--- config.mk ---
export PLATFORM = sky130hd
export DESIGN_NAME = tcsc_sys_config
export DESIGN_NICKNAME = d
export VERILOG_FILES = /design/src/tcsc_sys_config.v
export VERILOG_INCLUDE_DIRS = /design/src
export SDC_FILE = /design/constraint.sdc
export NUM_CORES = 1
export LEC_CHECK = 0
export BUFFER_PORTS_ARGS = -buffer_cell sky130_fd_sc_hd__buf_2
export CORE_UTILIZATION = 59
export DETAILED_ROUTE_END_ITERATION = 6
export PLACE_DENSITY = 0.84
export SLEW_MARGIN = 20
export SYNTH_ARGS = -nofsm -noshare
export SYNTH_HDL_FRONTEND = slang
export SYNTH_SLANG_ARGS = --single-unit
--- constraint.sdc ---
create_clock -name core_clk_i -period 9.3 [get_ports core_clk_i]
set_clock_uncertainty 0.2 [all_clocks]
set_input_delay 0.465 -clock core_clk_i [delete_from_list [all_inputs] [get_ports core_clk_i]]
set_output_delay 0.465 -clock core_clk_i [all_outputs]
set_load 0.03 [all_outputs]
--- src/tcsc_defs.vh ---
/*
 constants for the timer coprocessor system configuration block:
 register offsets, field positions, reset values.
 assumes apb byte addressing with word-aligned registers.
*/
`ifndef TCSC_DEFS_VH
`define TCSC_DEFS_VH

`define TCSC_OFF_CFG 12'h000
`define TCSC_OFF_XFER 12'h004
`define TCSC_OFF_SIG 12'h00c

// config/status fields (bit 0 = lsb)
`define TCSC_B_GCLR 31
`define TCSC_B_EXC_A 27
`define TCSC_B_EXC_B 26
`define TCSC_B_BAD_A 25
`define TCSC_B_BAD_B 24
`define TCSC_F_BLK_HI 20
`define TCSC_F_BLK_LO 16
`define TCSC_B_MISF 10
`define TCSC_B_CHKEN 9
`define TCSC_B_VIS 6
`define TCSC_B_TBE 0

// transfer control fields
`define TCSC_B_START 31
`define TCSC_F_TB_HI 30
`define TCSC_F_TB_LO 26
`define TCSC_F_BB_HI 25
`define TCSC_F_BB_LO 16
`define TCSC_B_WIDE 15
`define TCSC_F_P0_HI 14
`define TCSC_F_P0_LO 8
`define TCSC_B_DIR 7
`define TCSC_F_P1_HI 6
`define TCSC_F_P1_LO 0

`define TCSC_RST_WORD 32'h0000_0000
`define TCSC_PR_BASE 32'h0000_8000
`define TCSC_BLOCKS_M1 5'h07
`define TCSC_CRC_POLY 32'h04c1_1db7
`define TCSC_CRC_SEED 32'hffff_ffff
`define TCSC_BLK_BYTES 2048
`define TCSC_HI_BYTE_MASK 32'hff00_0000

`endif

--- src/tcsc_sys_config.v ---
/*
 system configuration register bank of a dual-engine timer coprocessor:
 apb slave with global flags, code-store signature checker, code
 visibility, global timebase enable and coherent two-parameter mover.
 assumes code-store and parameter ram ports answer reads one cycle
 after the address, and engine event inputs are on core_clk_i.
*/
`timescale 1ns/1ps
`include "tcsc_defs.vh"

// Summary of operation
// - global clear wipes all exception flags
// - clear ignores engine stop modes
// - microcode exception flags stick until clear
// - illegal instruction flags stick until clear
// - read-only code store block count minus one
// - pass end signature mismatch sets flag
// - mismatch cleared by enable rise, clear
// - disabled checker held at first address
// - checker loops all words accumulating crc
// - enable writable, self-clears on mismatch
// - hidden code store gives bus error
// - visibility writes need halted/stopped engines
// - visibility locks low-power disable bits
// - timebase enable starts all timebases
// - start bit moves pair, waits, self-clears
// - target address from base and number
// - buffer address from buffer base
// - width select keeps upper byte
// - direction picks copy source
// - first parameter moved before second
// - expected signature register compared each pass
module tcsc_sys_config #(
  parameter CS_AW = 12,
  parameter [4:0] CS_BLOCKS_M1 = `TCSC_BLOCKS_M1,
  parameter [31:0] CRC_POLY = `TCSC_CRC_POLY,
  parameter [31:0] CRC_SEED = `TCSC_CRC_SEED,
  parameter PR_AW = 10,
  parameter [31:0] PR_BASE = `TCSC_PR_BASE
) (
  input wire core_clk_i,
  input wire srst_i,
  input wire psel_i,
  input wire penable_i,
  input wire pwrite_i,
  input wire [31:0] paddr_i,
  input wire [31:0] pwdata_i,
  output reg [31:0] prdata_o,
  output reg pready_o,
  output reg pslverr_o,
  input wire cs_space_i,
  input wire exc_a_i,
  input wire exc_b_i,
  input wire bad_a_i,
  input wire bad_b_i,
  input wire quiet_a_i,
  input wire quiet_b_i,
  input wire peer_tbe_i,
  output reg tbe_o,
  output reg lp_lock_o,
  output reg cs_vis_o,
  output reg [CS_AW-1:0] cs_addr_o,
  input wire [31:0] cs_data_i,
  output reg pr_en_o,
  output reg pr_we_o,
  output reg [3:0] pr_be_o,
  output reg [PR_AW-1:0] pr_addr_o,
  output reg [31:0] pr_wdata_o,
  input wire [31:0] pr_rdata_i
);

  localparam S_IDLE = 3'd0;
  localparam S_RD0 = 3'd1;
  localparam S_WR0 = 3'd2;
  localparam S_RD1 = 3'd3;
  localparam S_WR1 = 3'd4;
  localparam S_DONE = 3'd5;
  localparam [CS_AW-1:0] CS_LAST = {CS_AW{1'b1}};

  reg exc_a;
  reg exc_b;
  reg bad_a;
  reg bad_b;
  reg misf;
  reg chken;
  reg code_visibility;
  reg tbe;
  reg [4:0] tbase;
  reg [9:0] bbase;
  reg wide;
  reg dir;
  reg start;
  reg [6:0] p0;
  reg [6:0] p1;
  reg [31:0] sig_exp;
  reg [31:0] crc;
  reg [31:0] next_crc;
  reg [2:0] st;
  reg chk_rd;
  reg chk_last;
  reg launched;
  reg [31:0] rd_word;
  integer i;

  wire acc = psel_i & penable_i;
  wire [11:0] off = paddr_i[11:0];
  wire hit_cfg = off == `TCSC_OFF_CFG;
  wire hit_xfer = off == `TCSC_OFF_XFER;
  wire hit_sig = off == `TCSC_OFF_SIG;
  wire mapped = hit_cfg | hit_xfer | hit_sig;
  // transfer register stalls while mover runs
  wire busy = (st != S_IDLE) | start;
  wire stall = busy & hit_xfer;
  // writes land once, on the first unstalled access edge
  wire wr = acc & pwrite_i & ~pready_o & ~launched & ~stall;
  wire gclr = wr & hit_cfg & ~cs_space_i & pwdata_i[`TCSC_B_GCLR];
  wire chk_set = wr & hit_cfg & ~cs_space_i & pwdata_i[`TCSC_B_CHKEN];
  wire chk_wr = wr & hit_cfg & ~cs_space_i;
  // visibility writable only with engines quiet
  wire vis_ok = chk_wr & quiet_a_i & quiet_b_i;
  wire vis_rise = vis_ok & pwdata_i[`TCSC_B_VIS] & ~code_visibility;
  // compare on last word of pass
  wire mis_now = chk_last & (next_crc != sig_exp);
  wire xfer_go = wr & hit_xfer & ~cs_space_i & pwdata_i[`TCSC_B_START];

  // target word index from base and number
  wire [11:0] tgt0_w = {tbase, p0};
  wire [11:0] tgt1_w = {tbase, p1};
  wire [PR_AW-1:0] pr_off = PR_BASE[PR_AW+1:2];
  wire [PR_AW-1:0] tgt0 = tgt0_w[PR_AW-1:0] + pr_off;
  wire [PR_AW-1:0] tgt1 = tgt1_w[PR_AW-1:0] + pr_off;
  wire [11:0] buf0_w = {1'b0, bbase, 1'b0};
  wire [11:0] buf1_w = {1'b0, bbase, 1'b1};
  wire [PR_AW-1:0] buf0 = buf0_w[PR_AW-1:0] + pr_off;
  wire [PR_AW-1:0] buf1 = buf1_w[PR_AW-1:0] + pr_off;
  wire [3:0] wr_be = wide ? 4'hf : 4'h7;

  wire [31:0] cfg_word = {
    1'b0,
    3'h0,
    exc_a,
    exc_b,
    bad_a,
    bad_b,
    3'h0,
    CS_BLOCKS_M1,
    5'h00,
    misf,
    chken,
    2'h0,
    code_visibility,
    5'h00,
    tbe
  };
  wire [31:0] xfer_word = {
    start,
    tbase,
    bbase,
    wide,
    p0,
    dir,
    p1
  };

  always @* begin
    next_crc = crc;
    for (i = 31; i >= 0; i = i - 1) begin
      if (next_crc[31] ^ cs_data_i[i]) begin
        next_crc = {next_crc[30:0], 1'b0} ^ CRC_POLY;
      end else begin
        next_crc = {next_crc[30:0], 1'b0};
      end
    end
  end

  always @(posedge core_clk_i) begin
    if (srst_i) begin
      exc_a <= 1'b0;
      exc_b <= 1'b0;
      bad_a <= 1'b0;
      bad_b <= 1'b0;
    end else begin
      exc_a <= exc_a_i | (exc_a & ~gclr);
      exc_b <= exc_b_i | (exc_b & ~gclr);
      bad_a <= bad_a_i | (bad_a & ~gclr);
      bad_b <= bad_b_i | (bad_b & ~gclr);
    end
  end

  always @(posedge core_clk_i) begin
    if (srst_i) begin
      misf <= 1'b0;
      chken <= 1'b0;
      code_visibility <= 1'b0;
      tbe <= 1'b0;
      sig_exp <= `TCSC_RST_WORD;
    end else begin
      if (mis_now) begin
        misf <= 1'b1;
      end else if (gclr | (chk_set & ~chken)) begin
        misf <= 1'b0;
      end
      if (mis_now & ~misf) begin
        chken <= 1'b0;
      end else if (chk_wr) begin
        chken <= pwdata_i[`TCSC_B_CHKEN];
      end
      if (vis_ok) begin
        code_visibility <= pwdata_i[`TCSC_B_VIS];
      end
      if (chk_wr) begin
        tbe <= pwdata_i[`TCSC_B_TBE];
      end
      if (wr & hit_sig & ~cs_space_i) begin
        sig_exp <= pwdata_i;
      end
    end
  end

  always @(posedge core_clk_i) begin
    if (srst_i) begin
      cs_addr_o <= {CS_AW{1'b0}};
      crc <= CRC_SEED;
      chk_rd <= 1'b0;
      chk_last <= 1'b0;
    end else if (~chken | vis_rise | mis_now) begin
      cs_addr_o <= {CS_AW{1'b0}};
      crc <= CRC_SEED;
      chk_rd <= 1'b0;
      chk_last <= 1'b0;
    end else begin
      chk_rd <= 1'b1;
      chk_last <= cs_addr_o == CS_LAST;
      cs_addr_o <= cs_addr_o + {{(CS_AW-1){1'b0}}, 1'b1};
      if (chk_rd) begin
        crc <= chk_last ? CRC_SEED : next_crc;
      end
    end
  end

  always @(posedge core_clk_i) begin
    if (srst_i) begin
      st <= S_IDLE;
      start <= 1'b0;
      tbase <= 5'h00;
      bbase <= 10'h000;
      wide <= 1'b0;
      dir <= 1'b0;
      p0 <= 7'h00;
      p1 <= 7'h00;
      pr_en_o <= 1'b0;
      pr_we_o <= 1'b0;
      pr_be_o <= 4'h0;
      pr_addr_o <= {PR_AW{1'b0}};
      pr_wdata_o <= `TCSC_RST_WORD;
    end else begin
      pr_en_o <= 1'b0;
      pr_we_o <= 1'b0;
      case (st)
        S_IDLE: begin
          if (wr & hit_xfer & ~cs_space_i) begin
            start <= pwdata_i[`TCSC_B_START];
            tbase <= pwdata_i[`TCSC_F_TB_HI:`TCSC_F_TB_LO];
            bbase <= pwdata_i[`TCSC_F_BB_HI:`TCSC_F_BB_LO];
            wide <= pwdata_i[`TCSC_B_WIDE];
            p0 <= pwdata_i[`TCSC_F_P0_HI:`TCSC_F_P0_LO];
            dir <= pwdata_i[`TCSC_B_DIR];
            p1 <= pwdata_i[`TCSC_F_P1_HI:`TCSC_F_P1_LO];
            if (xfer_go) begin
              st <= S_RD0;
            end
          end
        end
        S_RD0, S_RD1: begin
          pr_en_o <= 1'b1;
          pr_be_o <= 4'hf;
          if (st == S_RD0) begin
            pr_addr_o <= dir ? buf0 : tgt0;
            st <= S_WR0;
          end else begin
            pr_addr_o <= dir ? buf1 : tgt1;
            st <= S_WR1;
          end
        end
        S_WR0, S_WR1: begin
          if (~pr_en_o) begin
            pr_en_o <= 1'b1;
            pr_we_o <= 1'b1;
            pr_be_o <= wr_be;
            pr_wdata_o <= pr_rdata_i;
            if (st == S_WR0) begin
              pr_addr_o <= dir ? tgt0 : buf0;
              st <= S_RD1;
            end else begin
              pr_addr_o <= dir ? tgt1 : buf1;
              st <= S_DONE;
            end
          end
        end
        S_DONE: begin
          start <= 1'b0;
          st <= S_IDLE;
        end
        default: begin
          st <= S_IDLE;
        end
      endcase
    end
  end

  // read mux; code store space reads zero
  always @* begin
    rd_word = `TCSC_RST_WORD;
    if (~cs_space_i) begin
      case (off)
        `TCSC_OFF_CFG: begin
          rd_word = cfg_word;
        end
        `TCSC_OFF_XFER: begin
          rd_word = xfer_word;
        end
        `TCSC_OFF_SIG: begin
          rd_word = sig_exp;
        end
        default: begin
          rd_word = `TCSC_RST_WORD;
        end
      endcase
    end
  end

  // apb answer in access phase only
  always @(posedge core_clk_i) begin
    if (srst_i) begin
      prdata_o <= `TCSC_RST_WORD;
      pready_o <= 1'b0;
      pslverr_o <= 1'b0;
      tbe_o <= 1'b0;
      lp_lock_o <= 1'b0;
      cs_vis_o <= 1'b0;
      launched <= 1'b0;
    end else begin
      tbe_o <= tbe | peer_tbe_i;
      lp_lock_o <= code_visibility;
      cs_vis_o <= code_visibility;
      pready_o <= 1'b0;
      pslverr_o <= 1'b0;
      if (xfer_go) begin
        launched <= 1'b1;
      end
      if (acc & ~pready_o & ~stall & ~xfer_go) begin
        pready_o <= 1'b1;
        launched <= 1'b0;
        pslverr_o <= cs_space_i ? ~code_visibility : ~mapped;
        prdata_o <= rd_word;
      end
    end
  end

endmodule

-- Word-level counts from Yosys, hierarchy flattened
Index checks and enable logic that the tools add are counted.
- add/sub/neg operators: 1
- equality and inequality tests: 12
- multiplexer cells: 61
- bitwise logic cells: 117
- reductions and logical operators: 18
- operators with widths (cell ; count):
    27-bit two-way mux ; 32
    14-bit inverter ; 32
    32-bit one-hot mux with 3 select lines ; 1
    10-bit two-way mux ; 7
    32-bit two-way mux ; 2
    32-bit inequality test ; 1
    1-bit bitwise XOR ; 32
    1-bit AND ; 29
    10-bit one-hot mux with 2 select lines ; 1
    3-bit two-way mux ; 5
    2-bit OR reduction ; 7
    1-bit inverter ; 13
    12-bit by 1-bit adder with 12-bit output (second input constant) ; 1
    12-bit == test (second input constant) ; 1
    12-bit by 3-bit == test with 1-bit output (second input constant) ; 1
    12-bit by 4-bit == test with 1-bit output (second input constant) ; 1
    12-bit zero test ; 1
    1-bit bitwise OR ; 11
    3-bit one-hot mux with 3 select lines ; 1
    4-bit two-way mux ; 2
    4-bit one-hot mux with 2 select lines ; 1
    2-bit AND reduction ; 4
    1-bit two-way mux ; 7
    3-bit by 2-bit == test with 1-bit output (second input constant) ; 2
    8 further kinds ; 14
- bits in registers: 206
- input port bits: 141
- output and inout bits: 97
- logic and storage cells: 241

-- Depth between registers and ports, before layout
Gate-level depths: netlist (run 1).
- word-level depth: 68
- mapped depth: 15
- mapped depth without buffers: 12

-- Worst setup path before layout (run 1)
OpenSTA, ideal clock, no wires.
- path kind: input-to-reg
- start: input port cs_data_i[23]
- end: register crc[21]
- library setup time: 0.127 ns
- arrival: 4.446 ns
- required time: 8.973 ns
- path slack: 4.527 ns
- stages: 13
- path buffers: 1
- path through: xnor2_1 > xnor3_1 > xnor3_2 > xor3_2 > xor3_2 > xnor3_1 > xnor3_1 > xor2_1 > nor2_1 > nand4_1 > o21a_1 > buf_6 > or3_1
- word-level cells in the longest chain between the ends: 41
- elaborated cells on any way between the ends: 64
- classes of those cells: eq/ne (1); mux (25); bitwise (37); reduce/logical (1)
- ends and longest elaborated chain (what ; line ; RTL):
    start: declaration ; tcsc_sys_config.v:63 ; input wire [31:0] cs_data_i,
    1-bit bitwise XOR (*) ; tcsc_sys_config.v:168 ; if (next_crc[31] ^ cs_data_i[i]) begin
    27-bit two-way mux (*) ; tcsc_sys_config.v:168 ;
    14-bit inverter (no source line) ; n/a ;
    27-bit two-way mux ; tcsc_sys_config.v:168 ;
    14-bit inverter (no source line) ; n/a ;
    27-bit two-way mux (2 in a row) ; tcsc_sys_config.v:168 ;
    14-bit inverter (no source line) ; n/a ;
    27-bit two-way mux ; tcsc_sys_config.v:168 ;
    (+24 left out) ; n/a ;
    14-bit inverter (no source line) ; n/a ;
    27-bit two-way mux ; tcsc_sys_config.v:168 ;
    14-bit inverter (no source line) ; n/a ;
    27-bit two-way mux ; tcsc_sys_config.v:168 ;
    32-bit inequality test ; tcsc_sys_config.v:123 ; wire mis_now = chk_last & (next_crc != sig_exp);
    1-bit AND ; tcsc_sys_config.v:123 ;
    1-bit bitwise OR ; tcsc_sys_config.v:226 ; end else if (~chken | vis_rise | mis_now) begin
    2-bit OR reduction (no source line) ; n/a ;
    end signal: assignment ; tcsc_sys_config.v:236 ; crc <= chk_last ? CRC_SEED : next_crc;
    end: declaration ; tcsc_sys_config.v:96 ; reg [31:0] crc;
Every way passes the cells marked *; elsewhere a longest branch is shown, timed or not.
A chain may end at the register's enable or synchronous reset.

-- Worst setup path in the final report (run 1)
- start: register crc[27]
- end: register crc[24]
- word-level cells in the longest chain between the ends: 45
- elaborated cells on any way between the ends: 76
- classes of those cells: eq/ne (1); mux (29); bitwise (45); reduce/logical (1)
- ends and longest elaborated chain (what ; line):
    1-bit bitwise XOR (*) ; tcsc_sys_config.v:168
    27-bit two-way mux (*) ; tcsc_sys_config.v:168
    14-bit inverter (no source line) ; n/a
    27-bit two-way mux ; tcsc_sys_config.v:168
    14-bit inverter (no source line) ; n/a
    27-bit two-way mux (2 in a row) ; tcsc_sys_config.v:168
    14-bit inverter (no source line) ; n/a
    27-bit two-way mux ; tcsc_sys_config.v:168
    (+26 left out) ; n/a
    14-bit inverter (no source line) ; n/a
    27-bit two-way mux (3 in a row) ; tcsc_sys_config.v:168
    14-bit inverter (no source line) ; n/a
    27-bit two-way mux ; tcsc_sys_config.v:168
    32-bit inequality test ; tcsc_sys_config.v:123
    1-bit AND ; tcsc_sys_config.v:123
    1-bit bitwise OR ; tcsc_sys_config.v:226
    2-bit OR reduction (no source line) ; n/a
Marks and branches as above.

==> run metrics, run 1 <==
status=finished clean; Post-synth EDFFs=0; Row Count=52; Resized Gates After CTS=0; worst-margin pin slew=1.10 ns; Clock Path Buffers=3; core area=0.0204 mm2; largest net degree at the start of global routing=67; Sw Pwr=2.65 mW; Crit. End Element=register; register area share after synthesis=0.329; CTS tree=done; Clk pin slew, worst setup/hold paths=0.06 ns; peak supply drop=448 uV; vias in the first global route=10.5k; Post-Synthesis Cells=1345; YS warnings=0; Final #Nets=1681; routed via count=10.6k; Routed WL per cell=20.0 um; vias per cell=5.83; Worst Hold Margin=0.00832 ns; class of the worst hold path=primary input to register; IO Count=238; drt first pass iters=5; unrepaired setup endpoints after global routing=no; power per cell area=430 mW/mm2; WS Path Type=register to register; Top FF cell, synth=dfxtp_1; Worst EP arrival=5.94 ns; syn nets=1487; initial DRC count=869; area of the die=0.0216 mm2; Cell variety after synth=56; diode count=0; initial antenna violation count=0; sequential power share=0.141; cts bufs inserted=21; crit share post-route=0.621; Synth Cell Area=0.0124 mm2; Die Width=147 um; final core utilization=0.709; CTS root buffer=clkbuf_16; Avg Cell Area, Syn=9.24 um2; CP max FO=19; Skew-Pair Late Insertion Delay=0.51 ns; startpoint types=register; setup bufs post-CTS=0; die height=147 um; clock power share=0.129; DRC viols=0; layout cell share with drive strength beyond 1=0.205; CTS hold repair buffers=18; Final Hold Vio Count=0; max-cap violations=0; Slew Limit Fails=0; Gate power share=0.730; area grow syn2layout=16.6%; Worst Path Required=9.46 ns; leakage=6.17 nW; Final setup violation count=0; Pint=3.57 mW; initial core utilization=0.608; FF+latch count, synth=204; first-pass GRT wire length=56100 um; Switching Fraction=0.426; GPL Wtd Cong=1.00; setup TNS=0 ns; Fmax=0.173 GHz; Worst slew margin=0.269; CTS HTree Levels=1; Final Critical Period=5.78 ns; Total GRT Usage=0.332; Post-synth ARST share=0; CTS sink count=204; Overflow after GRT=0; ANT nets after route=0; IO Port Bufs=217; post-DP HPWL=26700 um; wirelength, routed=36400 um
## worst max-delay path: stages (launching register included)
cell and delay (ns):
dfxtp_1 0.50, xor2_2 0.17, xnor2_1 0.63, xnor3_1 0.46, xnor3_1 0.49, xnor3_1 0.55
xnor2_1 0.52, xnor2_1 0.13, a2111oi_0 0.48, and4_1 0.28, nand4_1 0.20, o21a_1 0.53
or3_1 0.50
## flip-flops by register name (all words and copies together) (netlist names), 2 cells and up
| register | flops |
|---|---|
| crc | 32 |
| sig_exp | 32 |
| st | 3 |
| pr_addr_o | 10 |
| prdata_o | 32 |
| bbase | 10 |
| tbase | 5 |
| p0 | 7 |
| p1 | 7 |
| pr_wdata_o | 32 |
| pr_be_o | 2 |
| cs_addr_o | 12 |
## routing by layer
layer	global-route usage	up-vias	share of wire
met5	0	-	0
met4	0.156	0	0.048
met3	0.0534	117	0.080
met2	0.564	518	0.49
met1	0.413	5022	0.38
li1	-	4965	-
## path summary, 6_finish.rpt
kind / from / end / slack, ns / cells past startpoint
max: crc[27] / crc[24] / 3.52 / 12
min reg2reg: prdata_o[19] / prdata_o[19] / 0.25 / 2
max reg2reg: crc[27] / crc[24] / 3.52 / 12
min: pwdata_i[25] / bbase[9] / 0.008 / 3
## synthesized netlist by cell type, types with 15 or more instances
cell | n | area, um2
xnor2_2 | 18 | 293
nor3_1 | 18 | 90.1
mux2i_1 | 15 | 150
o22ai_1 | 17 | 106
xnor2_1 | 164 | 1440
nand2_1 | 258 | 968
dfxtp_1 | 204 | 4080
nor2_1 | 76 | 285
xor2_1 | 50 | 438
a22oi_1 | 30 | 225
o21ai_0 | 61 | 305
xnor3_1 | 78 | 1760
clkbuf_1 | 60 | 225
a21oi_1 | 121 | 606
nand3_1 | 39 | 195
## stage by stage
stage               setup slack [ns]  instance area (um2)  cells  power (mW)
floorplan                       4.53                12400   1345        4.37
global placement                3.39                13600   1768        5.28
detailed placement              3.32                13600   1768        5.32
CTS                             3.44                14500   1823        6.16
global route                    3.28                14500   1823        6.50
finish                          3.52                14500   1823        6.22
## cell families after synthesis
family                     synth area share
and+or+nand+nor                       0.154
buffers and inverters                0.0290
AOI/OAI and AO/OA                     0.121
adders and majority gates           0.00101
xor gates and xnor gates              0.352
muxes                                0.0148
DFF                                   0.329
## area by class of cell
type | instances | area, um2
multi-input combinational | 1053 | 8020
fill | 1538 | 5940
sequential | 204 | 4080
timing repair buffer | 247 | 1360
clock buffer | 31 | 613
tap | 270 | 338
inverter | 12 | 45.0
clock inverter | 6 | 33.8
## cell usage in the layout, fill, tap and decap left out, types with 10 or more instances in the layout
cell type / instances
nand2_1: 256
buf_2: 216
dfxtp_1: 204
xnor2_1: 164
a21oi_1: 121
xnor3_1: 78
nor2_1: 75
o21ai_0: 61
xor2_1: 50
nand3_1: 39
a22oi_1: 30
clkbuf_16: 21
xnor2_2: 18
dlygate4sd3_1: 18
o22ai_1: 17
nor3_1: 16
mux2i_1: 15
buf_4: 13
nor3_2: 11
inv_1: 10
a31oi_1: 10
## power by group through the flow
stage	clock network [mW]	registers (mW)	logic (mW)
detailed placement	0	0.896	4.43
global route	0.843	0.876	4.78
floorplan	0	0.897	3.48
finish	0.802	0.876	4.55
CTS	0.804	0.876	4.48
global placement	0	0.896	4.38
No activity file was read; power rests on OpenSTA's default activity.
==> run 2: changes to the inputs <==
--- a/config.mk
+++ b/config.mk
@@ -6,10 +6,11 @@
 export SDC_FILE = /design/constraint.sdc
 export NUM_CORES = 1
 export LEC_CHECK = 0
+export ABC_AREA = 1
 export BUFFER_PORTS_ARGS = -buffer_cell sky130_fd_sc_hd__buf_2
-export CORE_UTILIZATION = 59
+export CORE_UTILIZATION = 52
 export DETAILED_ROUTE_END_ITERATION = 6
-export PLACE_DENSITY = 0.84
+export PLACE_DENSITY = 0.78
 export SLEW_MARGIN = 20
 export SYNTH_ARGS = -nofsm -noshare
 export SYNTH_HDL_FRONTEND = slang
==> constraint.sdc (replaced) <==
create_clock -name core_clk_i -period 5.2 [get_ports core_clk_i]
set_clock_uncertainty 0.2 [all_clocks]
set_input_delay 0.26 -clock core_clk_i [delete_from_list [all_inputs] [get_ports core_clk_i]]
set_output_delay 0.26 -clock core_clk_i [all_outputs]
set_load 0.03 [all_outputs]
==> run 2 against run 1 <==
Wire length up 53%. Clock-buffer cell count down 5. Sequential power up 88%. Highest routed layer is now met5.
==> run metrics, run 2 <==
status=finished clean; HP Start=penable_i; Die Width=167 um (+14%); Routed met3 length=4880 um (+69%); wirelength, routed=55500 um (+53%); DR WL met2=24700 um (+39%); Worst slew margin=0.240 (-0.0293); largest net degree at the start of global routing=79 (+18%); share of the synthesized area in the top cell type=0.288 (-0.0410); Fmax=0.205 GHz (+18%); IO Port Bufs=217 (unchanged); crit share post-route=0.938 (+0.317); max-cap violations=0 (unchanged); area leader, netlist=dfxtp_1; diode count=0 (unchanged); Slew Limit Fails=0 (unchanged); Final Power=7.35 mW (+18%); peak supply drop=290 uV (-35%); Worst EP arrival=5.00 ns (-0.94 ns); drt first pass iters=7 (+2); leading cell type in the layout, fill and taps excluded=nand2_1; R2R setup slack=0.32 ns (-3.20 ns); die height=167 um (+14%); Final #Nets=2803 (+67%); Skew-Pair Late Insertion Delay=0.51 ns (about the same); CTS HTree Levels=1 (unchanged); DRC viols=0 (unchanged); Crit. End Element=register; CTS sink count=204 (unchanged); CTS root buffer=clkbuf_16; Top FF cell, synth=dfxtp_1; core area=0.0269 mm2 (+32%); area grow syn2layout=21.1%; Row Count=60 (+15%); final core utilization=0.640 (-0.0695); vias per cell=5.70 (-2.3%); area of the die=0.0280 mm2 (+29%); worst-margin pin slew=1.14 ns (+0.0427 ns); Synth area leaders=dfxtp_1, nand2_1, nand3_1, inv_1, o21ai_0; most frequent cells in the layout=nand2_1, nand3_1, buf_2; initial antenna violation count=1 (+1); layout cell share with drive strength beyond 1=0.170 (-0.0350); Crit path top cell by count=nand2_1; GPL Wtd Cong=1.01 (+1.2%); Cell variety after synth=43 (-23%); leakage=8.90 nW (+44%); Reg2Reg Depth=31 (+19); peak per-stage delay on the critical path=0.44 ns (-0.19 ns); initial core utilization=0.528 (-0.0800); YS warnings=0 (unchanged); M1 WL=22300 um (+59%); class of the worst hold path=primary input to register; ANT nets after route=0 (unchanged); Total GRT Usage=0.389 (+0.0573); Final Hold Vio Count=0 (unchanged); setup TNS=0 ns (unchanged); routed via count=17.2k (+62%); Critical R2R Launch=crc[27]; Post-Synthesis Cells=2384 (+77%); power per cell area=428 mW/mm2 (-0.43%); Final Critical Period=4.88 ns (-0.898 ns); Worst Setup EP=crc[17]; Critical path origin=crc[27]; syn nets=2526 (+70%); first-pass GRT wire length=85400 um (+52%); cts bufs inserted=21 (unchanged); Overflow after GRT=0 (unchanged); Final setup violation count=0 (unchanged); Worst Path Required=5.32 ns (-4.14 ns); most common cell in the netlist=nand2_1; Avg Cell Area, Syn=5.96 um2 (-36%); Final Worst Setup Slack=0.321 ns (-3.20 ns); Routed WL per cell=18.4 um (-7.8%); FF+latch count, synth=204 (unchanged); fin cells=3016 (+65%); Synth Cell Area=0.0142 mm2 (+14%); Clock Path Buffers=3 (unchanged); Placed Cells=2898 (+64%); Top Metal Used=met5; Post-synth EDFFs=0 (unchanged); IO Count=238 (unchanged); post-DP HPWL=42300 um (+58%); Post-synth ARST share=0 (unchanged); Slowest cell on crit path=dfxtp_1; register area share after synthesis=0.288 (-0.0410); startpoint types=register; unrepaired setup endpoints after global routing=no; WS Path Type=register to register; initial DRC count=1915 (+120%); Reg2Reg Capture Point=crc[17]; vias in the first global route=15.9k (+51%); CP max FO=27 (+8); Clk pin slew, worst setup/hold paths=0.07 ns (about the same); worst slack, placed=0.142 ns (-3.17 ns); CTS tree=done; Post-synth top cells=nand2_1, nand3_1, inv_1, dfxtp_1, nor2_1
==> run 2: cell count changes in the layout (fill, tap and decap cells not counted), sizes merged, moves of 61 or more <==
cell / delta
nor2: +69
nand2: +723
inv: +233
o21ai: +66
xnor2: -169
dlygate4sd3: +61
xnor3: -81
nand3: +316
==> run 2: worst max-delay path, delay by kind of cell, from the launching register on <==
kind	cells	cell delay (ns)
simple gates	27	3.31
buf+inv	3	0.57
compound gates	1	0.18
flops	1	0.44
==> run 2: through the flow <==
stage	hold WS (ns)	area, um2
finish	0.0724	17200
global route	0.119	17200
CTS	0.0650	17100
detailed placement	0.252	15600
global placement	0.244	15600
floorplan	0.143	14200
==> run 2: area by class of cell <==
class	count	area, um2
clock buffers	26	584
inverters	246	932
clock inverters	11	119
repair buffers	325	2110
flip-flops and latches	204	4090
well taps	341	427
fillers	2496	9680
multi-input cells	1863	8940
==> run 2: how the worst min path moves through the flow <==
stage / to / depth (start not counted)
6_report: prdata_o[18] / 7
3_3_place_gp: cs_addr_o[0] / 1
4_1_cts: prdata_o[18] / 7
5_1_grt: prdata_o[18] / 7
3_5_place_dp: p0[0] / 2
2_1_floorplan: cs_vis_o / 1
==> run 2: timing repair <==
action | CTS | global route
setup endpoints to repair | 0 | 47
gates resized for setup | 0 | 24
endpoints found under the hold margin | 106 | 0
buffers inserted | 0 | 1
hold buffers | 79 | 0
==> run 2: report_power, final <==
group,internal (mW),switching (mW)
Sequential,1.62,0.0368
Clock,0.902,0.652
Combinational,1.21,2.94
==> run 2: cell families (layout without fill, tap and decap cells) <==
family | count (synthesis) | after routing | share of synthesized area
AND/OR/NAND/NOR | 1517 | 1518 | 0.471
buffers and inverters | 318 | 608 | 0.0899
AO/OA/AOI/OAI | 279 | 279 | 0.109
flip-flops | 204 | 204 | 0.288
XOR/XNOR | 65 | 65 | 0.0421
adder cells (fa/ha/maj) | 1 | 1 | 0.000881
==> run 2: routing by layer <==
metal  vias to the layer above  GRT usage
li1                       8221          -
met1                      7831      0.494
met2                       933      0.633
met3                       190     0.0508
met4                         2      0.231
met5                         -          0
==> run 3: changes to the inputs <==
--- a/config.mk
+++ b/config.mk
@@ -6,11 +6,11 @@
 export SDC_FILE = /design/constraint.sdc
 export NUM_CORES = 1
 export LEC_CHECK = 0
-export ABC_AREA = 1
+export ABC_AREA = 0
 export BUFFER_PORTS_ARGS = -buffer_cell sky130_fd_sc_hd__buf_2
-export CORE_UTILIZATION = 52
+export CORE_UTILIZATION = 51
 export DETAILED_ROUTE_END_ITERATION = 6
-export PLACE_DENSITY = 0.78
+export PLACE_DENSITY = 0.77
 export SLEW_MARGIN = 20
 export SYNTH_ARGS = -nofsm -noshare
 export SYNTH_HDL_FRONTEND = slang
==> run 3 against run 2 <==
Die area fell by 11%. Setup slack got worse by 0.13 ns. Power rose by 60%. Highest routed layer is now met4. Clock power rose by 3%. Clock-buffer cell count rose by 5. Combinational power rose by 110%. Sequential share of layout area rose by 2.5 points. Non-clock buffer count rose by 25. Via count fell by 35%. Global-route usage fell by 7.0 points.
==> run metrics, run 3 (same netlist as run 1, synthesis figures left out) <==
status=finished clean; ANT nets after route=0 (unchanged); Die Width=158 um (-5.5%); Worst Hold Margin=0.0591 ns (-0.0133 ns); Worst slew margin=0.281 (+0.0410); CTS root buffer=clkbuf_16; Reg2Reg Depth=13 (-58%); GPL Wtd Cong=0.973 (-3.9%); area of the die=0.0250 mm2 (-11%); Routed WL per cell=20.2 um (+9.6%); IO Count=238 (unchanged); diode count=0 (unchanged); Total GRT Usage=0.319 (-0.0701); class of the worst hold path=primary input to register; Worst Path Required=5.40 ns (+0.08 ns); routed via count=11.1k (-35%); max-cap violations=0 (unchanged); area grow syn2layout=25.3%; DRC viols=0 (unchanged); Clk pin slew, worst setup/hold paths=0.06 ns (about the same); Critical path origin=crc[28]; startpoint types=register; worst-margin pin slew=1.08 ns (-0.0614 ns); largest net degree at the start of global routing=78 (-1.3%); wirelength, routed=39900 um (-28%); leading cell type in the layout, fill and taps excluded=nand2_1; Final setup violation count=0 (unchanged); Crit. End Element=register; initial DRC count=889 (-54%); initial antenna violation count=0 (-1); setup TNS=0 ns (unchanged); drt first pass iters=5 (-2); core area=0.0237 mm2 (-12%); Final Worst Setup Slack=0.196 ns (-0.125 ns); Reg2Reg Capture Point=crc[4]; setup bufs post-CTS=0 (unchanged); power per cell area=755 mW/mm2 (+77%); most frequent cells in the layout=nand2_1, buf_2, dfxtp_1; first-pass GRT wire length=60500 um (-29%); Worst EP arrival=5.20 ns (+0.20 ns); Worst Setup EP=crc[4]; crit share post-route=0.962 (+0.0241); R2R setup slack=0.20 ns (-0.13 ns); vias in the first global route=11.0k (-30%); WS Path Type=register to register; CTS HTree Levels=1 (unchanged); unrepaired setup endpoints after global routing=no; cts bufs inserted=22 (+4.8%); Critical R2R Launch=crc[28]; worst slack, placed=0.178 ns (+0.0355 ns); leakage=6.68 nW (-25%); CTS sink count=204 (unchanged); vias per cell=5.63 (-1.1%); Row Count=56 (-6.7%); CTS tree=done; Final Critical Period=5.00 ns (+0.125 ns); multi-input combinational cell area=0.00801 mm2 (-10%); Fmax=0.200 GHz (-2.5%); total area of sequential cells=0.00408 mm2 (about the same); Final Hold Vio Count=0 (unchanged); fillcell total=1914 (-23%); peak supply drop=769 uV (+170%); Overflow after GRT=0 (unchanged); CP max FO=7 (-74%); Final #Nets=1785 (-36%); layout cell share with drive strength beyond 1=0.223 (+0.0534); initial core utilization=0.525 (-0.00358); Slew Limit Fails=0 (unchanged); post-DP HPWL=28200 um (-33%); Skew-Pair Late Insertion Delay=0.52 ns (about the same); die height=158 um (-5.5%); Clock Path Buffers=3 (unchanged); IO Port Bufs=217 (unchanged)
## run 3: cell types whose count changed in the layout (fill, tap and decap cells not counted), sizes merged, moves of 22 or more
cell   previous run  this run
nand2           981       258
xnor3             1        82
xnor2            17       186
a21oi            91       121
nor2            145        76
o21ai           129        63
buf             246       278
nand3           355        39
inv             244        10
a22oi             0        30
nor3              5        27
## run 3: worst max-delay path, cell delays in order (launching register included)
cell       delay [ns]
dfxtp_1          0.43
xor2_2           0.34
xnor3_1          0.58
xnor3_1          0.46
xor3_1           0.43
xnor3_1          0.37
xnor2_1          0.14
buf_4            0.16
xnor2_1          0.12
a2111oi_0        0.49
and4_1           0.27
nand4_1          0.20
o21a_1           0.31
or3_1            0.39
## run 3: layout make-up
cell class / count / share of cell area
multi-input cells: 1053 / 0.515
flip-flops and latches: 204 / 0.262
repair buffers: 350 / 0.147
clock buffers: 31 / 0.0420
well taps: 319 / 0.0256
clock inverters: 8 / 0.00530
inverters: 12 / 0.00289
## run 3: power by group
part / switching, mW / internal (mW) / leakage [nW]
Combinational: 4.27 / 4.33 / 4.67
Clock: 0.660 / 0.929 / 0.365
Sequential: 0.00186 / 1.57 / 1.65
## run 3: metal layers
| metal | global-route usage | up-vias | wire (um) |
|---|---|---|---|
| met5 | 0 | - | 0 |
| met4 | 0.127 | 0 | 1490 |
| met3 | 0.0539 | 104 | 3280 |
| met2 | 0.542 | 579 | 18900 |
| met1 | 0.402 | 5279 | 16200 |
| li1 | - | 5172 | - |
## run 3: worst min path at each step
| stage | start | to | slack (ns) | depth (start not counted) |
|---|---|---|---|---|
| after detailed placement | prdata_o[24] | prdata_o[24] | 0.24 | 2 |
| after CTS | penable_i | pready_o | 0.02 | 6 |
| final | penable_i | pready_o | 0.06 | 6 |
| after floorplan | peer_tbe_i | tbe_o | 0.18 | 2 |
| after global routing | penable_i | pready_o | 0.09 | 6 |
| after global placement | prdata_o[15] | prdata_o[15] | 0.23 | 2 |
## run 3: timing repair
action | in CTS | in global routing
endpoints found under the setup margin | 0 | 18
endpoints found under the hold margin | 105 | 0
resized for setup | 0 | 1
hold buffers | 72 | 0
## run 3: stage by stage
stage | util | cells | total power [mW] | instance area [um2]
final | 0.657 | 1977 | 11.8 | 15600
after global routing | 0.657 | 1977 | 12.3 | 15600
after CTS | 0.657 | 1977 | 11.7 | 15600
after detailed placement | 0.596 | 1866 | 10.0 | 14100
after global placement | 0.595 | 1866 | 9.91 | 14100
after floorplan | - | 1345 | 7.82 | 12400
